$ cat config.mk
export PLATFORM = sky130hd
export DESIGN_NAME = periodic_irq_timer
export DESIGN_NICKNAME = d
export VERILOG_FILES = /design/src/hw/pit_pkg.sv /design/src/hw/periodic_irq_timer.sv
export SDC_FILE = /design/constraint.sdc
export NUM_CORES = 1
export LEC_CHECK = 0
export BUFFER_PORTS_ARGS = -buffer_cell sky130_fd_sc_hd__buf_2
export CELL_PAD_IN_SITES_DETAIL_PLACEMENT = 1
export CELL_PAD_IN_SITES_GLOBAL_PLACEMENT = 2
export CORE_MARGIN = 4
export CORE_UTILIZATION = 33
export DETAILED_ROUTE_END_ITERATION = 10
export GPL_TIMING_DRIVEN = 0
export PLACE_DENSITY = 0.87
export RECOVER_POWER = 50
export SLEW_MARGIN = 30
export SYNTH_ARGS = -nofsm -noshare
export SYNTH_HDL_FRONTEND = slang
export SYNTH_SLANG_ARGS = --single-unit
export TNS_END_PERCENT = 100
$ cat constraint.sdc
create_clock -name hclk -period 2.2 [get_ports hclk]
set_input_delay 0.11 -clock hclk [delete_from_list [all_inputs] [get_ports hclk]]
set_output_delay 0.11 -clock hclk [all_outputs]
set_load 0.05 [all_outputs]
$ cat src/hw/pit_pkg.sv
/*
 Constants for the periodic interrupt timer: register word indices,
 status/control field positions, reset values and divider codes.
 Assumes a 32-bit AHB-Lite bus, one register per aligned word.
*/
package pit_pkg;
    // Printed offsets are not multiples of four: these are word indices
    localparam logic [7:0] IDX_STATUS_CONTROL = 8'h4B;
    localparam logic [7:0] IDX_COUNT_HIGH = 8'h4C;
    localparam logic [7:0] IDX_COUNT_LOW = 8'h4D;
    localparam logic [7:0] IDX_LIMIT_HIGH = 8'h4E;
    localparam logic [7:0] IDX_LIMIT_LOW = 8'h4F;
    localparam int ADDR_LSB = 2;
    localparam int IDX_W = 8;

    localparam int BIT_WRAP_FLAG = 7;
    localparam int BIT_WRAP_IRQ_ENABLE = 6;
    localparam int BIT_COUNT_HALT = 5;
    localparam int BIT_COUNT_CLEAR = 4;
    localparam int DIV_SEL_LSB = 0;
    localparam int DIV_SEL_W = 3;

    localparam logic [7:0] LIMIT_RESET = 8'hFF;
    localparam logic [15:0] COUNT_ZERO = 16'h0000;
    localparam logic [5:0] PRESCALE_ZERO = 6'h00;
    localparam logic [2:0] DIV_SEL_MAX = 3'h6;
    localparam logic [1:0] HTRANS_NONSEQ = 2'h2;
    localparam logic [1:0] HTRANS_SEQ = 2'h3;
endpackage : pit_pkg

$ cat src/hw/periodic_irq_timer.sv
/*
 Periodic interrupt timer: 16-bit modulo up-counter behind a prescaler,
 with an AHB-Lite slave for its five byte registers.
 Assumes one bus clock, single word transfers, and that wait, stop and
 break levels come from system logic on the same clock.
*/
//
// Functional notes
// RL1 - Divider code picks bus clock /1 to /64; code 7 also /64.
// RL2 - Count equal to limit sets wrap flag, next tick counts from zero.
// RL3 - Interrupt request only while wrap interrupt enable is one.
// RL4 - Flag clears by status read while set, then zero write; one ignored.
// RL5 - A wrap between that read and the zero write cancels the clear.
// RL6 - Halt bit freezes counter; reset sets it.
// RL7 - Clear bit zeroes counter and prescaler, self-clears, reads zero.
// RL8 - Halt and clear written together leave counter stopped at zero.
// RL9 - High byte read latches low byte until low byte is read.
// RL10 - Counter bytes are read-only, zero on reset and on clear.
// RL11 - Limit high write blocks wrap flag until limit low is written.
// RL12 - Reset sets both limit bytes to all ones.
// RL13 - Reset clears flag, enable, clear bit and divider select.
// RL14 - Wait mode keeps counting, blocks bus access, irq may wake.
// RL15 - Stop mode freezes everything and resumes from the same state.
// RL16 - Break halts the counter.
// RL17 - Break with clear enable low: no status changes, armed clear kept.
// RL18 - Break with clear enable high: flag cleared stays cleared.
// RL19 - Software reads low byte after a high byte read in break.
// RL20 - Software clears counter before rewriting the limit.
// RL21 - Software leaves halt clear before wait if wake is needed.
// RL22 - Sixteen-bit counter; reading never disturbs counting.
// RL23 - Interrupt is flag AND enable, held until cleared.
`timescale 1ns/1ps
module periodic_irq_timer (
    input wire logic hclk,
    input wire logic hresetn,
    input wire logic hsel,
    input wire logic [31:0] haddr,
    input wire logic [1:0] htrans,
    input wire logic hwrite,
    input wire logic [2:0] hsize,
    input wire logic [31:0] hwdata,
    input wire logic hready,
    output logic [31:0] hrdata,
    output logic hreadyout,
    output logic hresp,
    input wire logic wait_mode,
    input wire logic stop_mode,
    input wire logic break_active,
    input wire logic break_clear_enable,
    output logic irq_request
);

    ////////////////////////////////////////////////////////////////////////
    typedef struct packed {
        logic wrap_flag;
        logic wrap_irq_enable;
        logic count_halt;
        logic [2:0] clock_divider_select;
        logic [15:0] count;
        logic [5:0] prescale;
        logic [7:0] limit_high;
        logic [7:0] limit_low;
        logic [7:0] low_hold;
        logic low_held;
        logic limit_pending;
        logic clear_armed;
        logic dp_active;
        logic dp_write;
        logic [7:0] dp_index;
        logic [31:0] rdata;
    } state_s;

    state_s q;
    state_s next_q;

    // Tick mask: divide by 2^sel, code 7 shares the /64 tap
    function automatic logic [5:0] tick_mask(input logic [2:0] sel);
        logic [2:0] s;
        s = (sel > pit_pkg::DIV_SEL_MAX) ? pit_pkg::DIV_SEL_MAX : sel;
        tick_mask = 6'((7'h01 << s) - 7'h01);
    endfunction : tick_mask

    logic addr_phase;
    logic running;
    logic tick;
    logic at_limit;
    logic wrap_event;
    logic status_locked;
    logic [7:0] status_byte;
    logic [7:0] wbyte;

    assign hreadyout = 1'b1;
    assign hresp = 1'b0;
    assign hrdata = q.rdata;
    assign irq_request = q.wrap_flag & q.wrap_irq_enable; // RL3 RL23 RL14

    // Wait mode makes registers unreachable; stop freezes the bus side too
    assign addr_phase = hsel & hready & htrans[1] & ~wait_mode
        & ~stop_mode; // RL14 RL15
    assign running = ~q.count_halt & ~stop_mode & ~break_active; // RL6 RL15 RL16
    assign tick = running
        & ((q.prescale & tick_mask(q.clock_divider_select)) ==
           (tick_mask(q.clock_divider_select))); // RL1
    assign at_limit = q.count == {q.limit_high, q.limit_low}; // RL22
    assign wrap_event = tick & at_limit & ~q.limit_pending; // RL2 RL11
    // Break with clear enable low freezes status bits
    assign status_locked = break_active & ~break_clear_enable; // RL17 RL18
    assign status_byte = {q.wrap_flag, q.wrap_irq_enable, q.count_halt,
        2'h0, q.clock_divider_select}; // RL7
    assign wbyte = hwdata[7:0];

    ////////////////////////////////////////////////////////////////////////
    always_comb begin
        next_q = q;
        // Prescaler and counter
        if (running) begin
            next_q.prescale = 6'(q.prescale + 6'h01);
        end
        if (tick) begin
            next_q.prescale = pit_pkg::PRESCALE_ZERO;
            next_q.count = at_limit ? pit_pkg::COUNT_ZERO
                : 16'(q.count + 16'h0001); // RL2
        end
        if (wrap_event) begin
            next_q.wrap_flag = 1'b1; // RL2
            next_q.clear_armed = 1'b0; // RL5
        end

        // Data phase of previous transfer
        next_q.dp_active = addr_phase;
        next_q.dp_write = hwrite;
        next_q.dp_index = haddr[pit_pkg::ADDR_LSB +: pit_pkg::IDX_W];
        if (addr_phase && !hwrite) begin
            next_q.rdata = 32'h00000000;
            case (haddr[pit_pkg::ADDR_LSB +: pit_pkg::IDX_W])
                pit_pkg::IDX_STATUS_CONTROL: begin
                    next_q.rdata[7:0] = status_byte;
                    if (q.wrap_flag && !status_locked) begin
                        next_q.clear_armed = ~wrap_event; // RL4
                    end
                end
                pit_pkg::IDX_COUNT_HIGH: begin
                    next_q.rdata[7:0] = q.count[15:8];
                    if (!q.low_held) begin
                        next_q.low_hold = q.count[7:0]; // RL9
                        next_q.low_held = 1'b1;
                    end
                end
                pit_pkg::IDX_COUNT_LOW: begin
                    next_q.rdata[7:0] = q.low_held ? q.low_hold
                        : q.count[7:0];
                    next_q.low_held = 1'b0; // RL9 RL19
                end
                pit_pkg::IDX_LIMIT_HIGH: next_q.rdata[7:0] = q.limit_high;
                pit_pkg::IDX_LIMIT_LOW: next_q.rdata[7:0] = q.limit_low;
                default: next_q.rdata = 32'h00000000;
            endcase
        end

        if (q.dp_active && q.dp_write) begin
            case (q.dp_index)
                pit_pkg::IDX_STATUS_CONTROL: begin
                    next_q.wrap_irq_enable = wbyte[pit_pkg::BIT_WRAP_IRQ_ENABLE];
                    next_q.count_halt = wbyte[pit_pkg::BIT_COUNT_HALT]; // RL6
                    next_q.clock_divider_select =
                        wbyte[pit_pkg::DIV_SEL_LSB +: pit_pkg::DIV_SEL_W];
                    // Zero write completes an armed clear; one is ignored
                    if (!wbyte[pit_pkg::BIT_WRAP_FLAG] && q.clear_armed
                        && !wrap_event && !status_locked) begin
                        next_q.wrap_flag = 1'b0; // RL4 RL5 RL17 RL18
                        next_q.clear_armed = 1'b0;
                    end
                    if (wbyte[pit_pkg::BIT_COUNT_CLEAR]) begin
                        next_q.count = pit_pkg::COUNT_ZERO; // RL7 RL8 RL10
                        next_q.prescale = pit_pkg::PRESCALE_ZERO;
                        next_q.low_hold = 8'h00;
                    end
                end
                pit_pkg::IDX_LIMIT_HIGH: begin
                    next_q.limit_high = wbyte;
                    next_q.limit_pending = 1'b1; // RL11
                end
                pit_pkg::IDX_LIMIT_LOW: begin
                    next_q.limit_low = wbyte;
                    next_q.limit_pending = 1'b0; // RL11
                end
                default: next_q.limit_pending = q.limit_pending;
            endcase
        end

        // Stop mode: nothing moves
        if (stop_mode) begin
            next_q = q; // RL15
            next_q.dp_active = 1'b0;
        end
    end

    ////////////////////////////////////////////////////////////////////////
    always_ff @(posedge hclk or negedge hresetn) begin
        if (!hresetn) begin
            q <= '0; // RL13 RL10
            q.count_halt <= 1'b1; // RL6
            q.limit_high <= pit_pkg::LIMIT_RESET; // RL12
            q.limit_low <= pit_pkg::LIMIT_RESET; // RL12
        end else begin
            q <= next_q;
        end
    end

    ////////////////////////////////////////////////////////////////////////
    // Assertion helpers. gap counts bus clocks since the prescaler last
    // restarted; it bounds the slowest divider without a long repetition.
    logic [6:0] gap;
    logic st_wr;
    logic zero_wr;
    logic clr_wr;
    logic lh_wr;
    logic ll_wr;
    logic rd_hi;
    logic rd_lo;
    logic [7:0] a_index;

    // Data phase writes that really land: stop mode throws them away
    assign st_wr = q.dp_active && q.dp_write && !stop_mode
        && q.dp_index == pit_pkg::IDX_STATUS_CONTROL;
    assign zero_wr = st_wr && !wbyte[pit_pkg::BIT_WRAP_FLAG];
    assign clr_wr = st_wr && wbyte[pit_pkg::BIT_COUNT_CLEAR];
    assign lh_wr = q.dp_active && q.dp_write && !stop_mode
        && q.dp_index == pit_pkg::IDX_LIMIT_HIGH;
    assign ll_wr = q.dp_active && q.dp_write && !stop_mode
        && q.dp_index == pit_pkg::IDX_LIMIT_LOW;
    assign a_index = haddr[pit_pkg::ADDR_LSB +: pit_pkg::IDX_W];
    assign rd_hi = addr_phase && !hwrite
        && a_index == pit_pkg::IDX_COUNT_HIGH;
    assign rd_lo = addr_phase && !hwrite
        && a_index == pit_pkg::IDX_COUNT_LOW;

    always_ff @(posedge hclk or negedge hresetn) begin
        if (!hresetn) begin
            gap <= 7'h00;
        end else if (!running
            || next_q.prescale == pit_pkg::PRESCALE_ZERO) begin
            gap <= 7'h00;
        end else begin
            gap <= 7'(gap + 7'h01);
        end
    end
endmodule : periodic_irq_timer

# Yosys cells after proc, flatten, opt, wreduce, memory -nomap -nowiden
# Cells that the tools add are included.
# classes
addsub	3
mul	0
n_mux	29
n_div	0
n_bitwise	19
magnitude_cmp	1
n_eq_ne	10
n_reduce_logical	18
n_shift	1
# op_table
op	count
equality test 8 x 7 -> 1 bit (second input constant)	8
two-way mux 8 bit	7
two-way mux 52 bit	1
two-way mux 22 bit	2
two-way mux 42 bit	1
case mux 8 bit (5 select lines)	1
two-way mux 28 bit	1
two-way mux 9 bit	2
adder 16 x 1 -> 16 bit (second input constant)	1
equality test 16 bit	1
two-way mux 16 bit	1
AND reduction 3 bit	5
AND 1 bit	11
two-way mux 1 bit	9
inverter 1 bit	7
adder 6 x 1 -> 6 bit (second input constant)	1
AND 6 bit	1
equality test 6 bit	1
logical AND 1 bit	6
two-way mux 6 bit	1
<< shifter 1 x 3 -> 6 bit (first input constant)	1
subtractor 6 x 1 -> 6 bit (second input constant)	1
zero test 1 bit	4
case mux 1 bit (2 select lines)	2
4 further kinds	5
# totals
wordCells	97
mem_bits_ro	0
input_bits	78
n_memories	0
ramBits	0
latch_bits	0
register_bits	73

# Longest topological paths before layout
# depth
depth_word	16
depth_mapped	7

# Least setup slack after synthesis
# Ideal clock, no wire load.
# synth_timing
path_type	register to register
from	reg q[63] (netlist name)
to	reg q[78] (netlist name)
t_arrival_ps	1632
setup_time_ps	130
path_slack_ps	439
n_path_buf	1
period_less_slack_ps	1761
required_ps	2070
path_stages_with_launch	7
path_cell_list	dfstp_2 > xnor2_1 > nand4_1 > nor4_1 > o2bb2ai_1 > buf_2 > a21oi_1
# synth_between
elab_chain_cells	6
# synth_lines
item	line_no	rtl
start: declaration	periodic_irq_timer.sv:73	state_s q;
start signal: assignment	periodic_irq_timer.sv:206	q <= next_q;
equality test 16 bit (*)	periodic_irq_timer.sv:104	assign at_limit = q.count == {q.limit_high, q.limit_low};
two-way mux 16 bit (*)	periodic_irq_timer.sv:121	next_q.count = at_limit ? pit_pkg::COUNT_ZERO
two-way mux 22 bit (*)	periodic_irq_timer.sv:119	if (tick) begin
two-way mux 22 bit	periodic_irq_timer.sv:173	if (wbyte[pit_pkg::BIT_COUNT_CLEAR]) begin
two-way mux 28 bit	periodic_irq_timer.sv:161	case (q.dp_index)
two-way mux 52 bit (*)	periodic_irq_timer.sv:160	if (q.dp_active && q.dp_write) begin
# Every way passes the cells marked *; elsewhere a longest branch is shown, timed or not.
# A chain may end at the register's enable or synchronous reset.

# Worst setup path in the final report
# layout_timing
from	reg q[39] (netlist name)
to	reg q[56] (netlist name)
# layout_between
elab_chain_cells	2
# layout_lines
item	line_no
equality test 8 x 7 -> 1 bit	periodic_irq_timer.sv:161
AND reduction 3 bit (no line)	-
# Every way passes these cells.

==> results.toml <==
[run_status]
status = "complete, but fails checks"
violations = "capacitance limit, slew limit"

[setup_path]
worst-path-buf-inv = 0
crit_path_end_kind = "register"
start_kind = "register"
max_stage_delay_ns = 0.50
crit_chain = "nand4b_1, nor2_1, nand4b_1, mux2_2"
crit_family = "simple AND/OR/NAND/NOR gates"
arrival_ns = 2.32
crit_start = "q[39]"
required_ns = 2.46
critical_path_class = "reg -> reg"
path_common_cell = "nand4b_1"
rr_startpoint = "q[39]"
crit_fanout = 8
cp_slowest_cell = "nand4b_1"

[timing]
post-route-period-util_pct = 93.7
slew_violations = 31
rsz0062_at_grt = "no"
max_freq_ghz = 0.485
fin_tns_setup_ns = 0
period_minus_slack_ns = 2.06
slew_headroom_pct = -18.8
worst_slew_pin_slew_ns = 1.78
finalSetupViolCount = 0
hold_viol_final = 0
timing.hold.ws_ns = 0.0218
fin_skew_ns = 0.00955

[cells_and_area]
seqCellArea_sq_um = 1850
mostFrequentLayoutCell = "dfrtp_1"
fillers = 1374
syn2layout_area_growth_pct = 19.3
n_antenna_cell = 0
multi_input_area_sq_um = 2050
nets = 546
final_cell_mix = "56 x dfrtp_1, 40 x buf_2, 34 x buf_4, 28 x mux2_2, 26 x conb_1"
drive_above_1_share_pct = 31.8

[worst_hold_path]
min_path_type = "in -> reg"
hp-start = "hwdata[0]"

[route]
vias_per_cell = 5.09
routed_wl_mm = 11.5
drtAntennaViolNets = 0
first_iter_violations = 126
drc = 0
wl_per_cell_um = 18.0
num_vias = 3250
firstDrtPassIters = 4

[clock_tree]
cts_setup_buffers = 0
cts_sinks = 73
clk_pin_slew_worst_paths_ns = 0.06
cts_tree = "built"
cts_buffer_depth = 2
insertion_delay_ns = 0.34
htreeDepth = 3
cts_inserted_buffers = 9
clockRootBuffer = "clkbuf_16"

[place]
port_buffers = 31
dp_hpwl_mm = 8.69
gp_congestion = 0.853

[power_and_ir_drop]
leakagePower_uw = 0.00217
pwr_density_cell_nw_per_um2 = 648
ir_drop_v = 0.000326

[logic_synthesis]
ys_seq_area_share_pct = 44.5
synth_top_area_cell = "dfrtp_1"
synth_edf_count = 0
synthCells = 398
ys.flop_type = "dfrtp_1"
synthArstFlopShare_pct = 100
syn_area_sq_um = 4150
ys.warnings.count = 0
yosysTopAreaCellShare_pct = 33.7
syn_area_per_cell_sq_um = 10.4
synth_area_leaders = "dfrtp_1 34%, dfstp_2 11%, mux2_2 7.6%"
yosysUniqueCellTypes = 53
ys_ff_latch = 73

[global_route]
antenna_found_initial = 0
busiest_layer = "met2"
track_usage_pct = 16.8
met2_usage_pct = 27.0
grt_overflow_total = 0
use_met3_pct = 2.71
grt_pass1_wl_mm = 18.9
grt_pass1_vias = 3560
met1_usage_pct = 22.2
grt_max_degree = 44

[floorplan]
die_x_um = 120
die-area_sq_um = 14400
die_y_um = 120
core_area_sq_um = 12200
core.rowCount = 40
ioPinCount = 113
initial_utilization_pct = 34.2

[flow_run]
maxCapViolations = 1
-- registers in the layout, summed over array words and instances, names as in the netlist --
register,cells
q,65
hrdata,8
-- repair_timing --
item,in CTS,in global routing
hold buffers,1,0
resized for setup,3,7
endpoints found under the setup margin,10,18
pin swaps,0,0
endpoints found under the hold margin,15,0
-- per-stage QoR --
| step | utilization (%) | total power, uW | std cells | cell area [sq um] | worst slack, ns |
|---|---|---|---|---|---|
| detailed placement | 38.1 | 1870 | 622 | 4640 | -0.0579 |
| finish | 40.8 | 3210 | 639 | 4960 | 0.140 |
| CTS | 40.5 | 3230 | 639 | 4930 | 0.0611 |
| global placement | 37.9 | 1840 | 621 | 4610 | -0.0236 |
| global route | 40.8 | 3350 | 639 | 4960 | 0.00801 |
| floorplan | - | 1750 | 422 | 4240 | 0.439 |
-- synth_stat cells, types with 2 or more instances --
| master | instances |
|---|---|
| nor3_1 | 5 |
| and2_1 | 2 |
| clkbuf_1 | 8 |
| a21oi_1 | 16 |
| nor2b_1 | 2 |
| nand2_1 | 22 |
| buf_4 | 34 |
| or4_1 | 13 |
| inv_1 | 11 |
| a21o_1 | 2 |
| dfstp_2 | 17 |
| dfrtp_1 | 56 |
| or3_1 | 3 |
| buf_2 | 9 |
| nor2_1 | 16 |
| xor2_1 | 3 |
| o31ai_1 | 13 |
| nand4b_1 | 3 |
| ha_1 | 2 |
| mux2_2 | 28 |
| nand2b_1 | 2 |
| conb_1 | 2 |
| mux2i_1 | 16 |
| o21ai_0 | 21 |
| nor3_4 | 2 |
| a2bb2oi_1 | 2 |
| xnor2_1 | 18 |
| nand3b_1 | 2 |
| a31oi_1 | 2 |
| a22oi_1 | 6 |
| nand4_1 | 10 |
| nand3_1 | 16 |
| a22o_1 | 14 |
-- power by group --
part	leakage, uW	internal, uW	total, uW	switching [uW]
Clock	0.000126	793	1360	567
Sequential	0.000924	1390	1440	51.3
Combinational	0.00112	137	407	269
Total	0.00217	2320	3210	888
-- worst register-to-register path: stages, from the launching register on --
cell	delay, ns
dfrtp_1	0.37
nand4b_1	0.33
nor2_1	0.31
nand4b_1	0.50
mux2_2	0.47
-- path summary, 6_finish.rpt --
kind | end | slack, ns | depth (start not counted)
worst max-delay path | q[56] | 0.14 | 4
worst min-delay path | q[91] | 0.02 | 2
worst max register to register | q[56] | 0.14 | 4
worst min register to register | hrdata[4] | 0.49 | 2
max in group asynchronous | q[83] | 0.37 | 2
min in group asynchronous | q[74] | 0.79 | 2
-- cell families after synthesis --
kind of cell             synth area share (%)
AO/OA/AOI/OAI                            13.6
XOR/XNOR                                 4.43
other                                   0.181
multiplexers                             12.0
flip-flops                               44.5
buffers and inverters                    9.40
adder cells (fa/ha/maj)                 0.602
AND/OR/NAND/NOR                          15.3
-- area by class of cell --
| class | instances | share of cell area (%) |
|---|---|---|
| plain buffers | 53 | 6.84 |
| clock inverters | 3 | 0.404 |
| inverters | 12 | 0.909 |
| well taps | 168 | 4.24 |
| clock buffers | 13 | 5.05 |
| flip-flops and latches | 73 | 37.3 |
| multi-input cells | 284 | 41.4 |
| repair buffers | 33 | 3.86 |
-- metal layers --
metal / vias up / part of all wire, %
met3: 11 / 4.3
li1: 1535 / -
met4: 0 / 2.0
met1: 1632 / 46
met5: - / 0
met2: 72 / 48
Note: power is estimated with default switching activity, not from simulation.
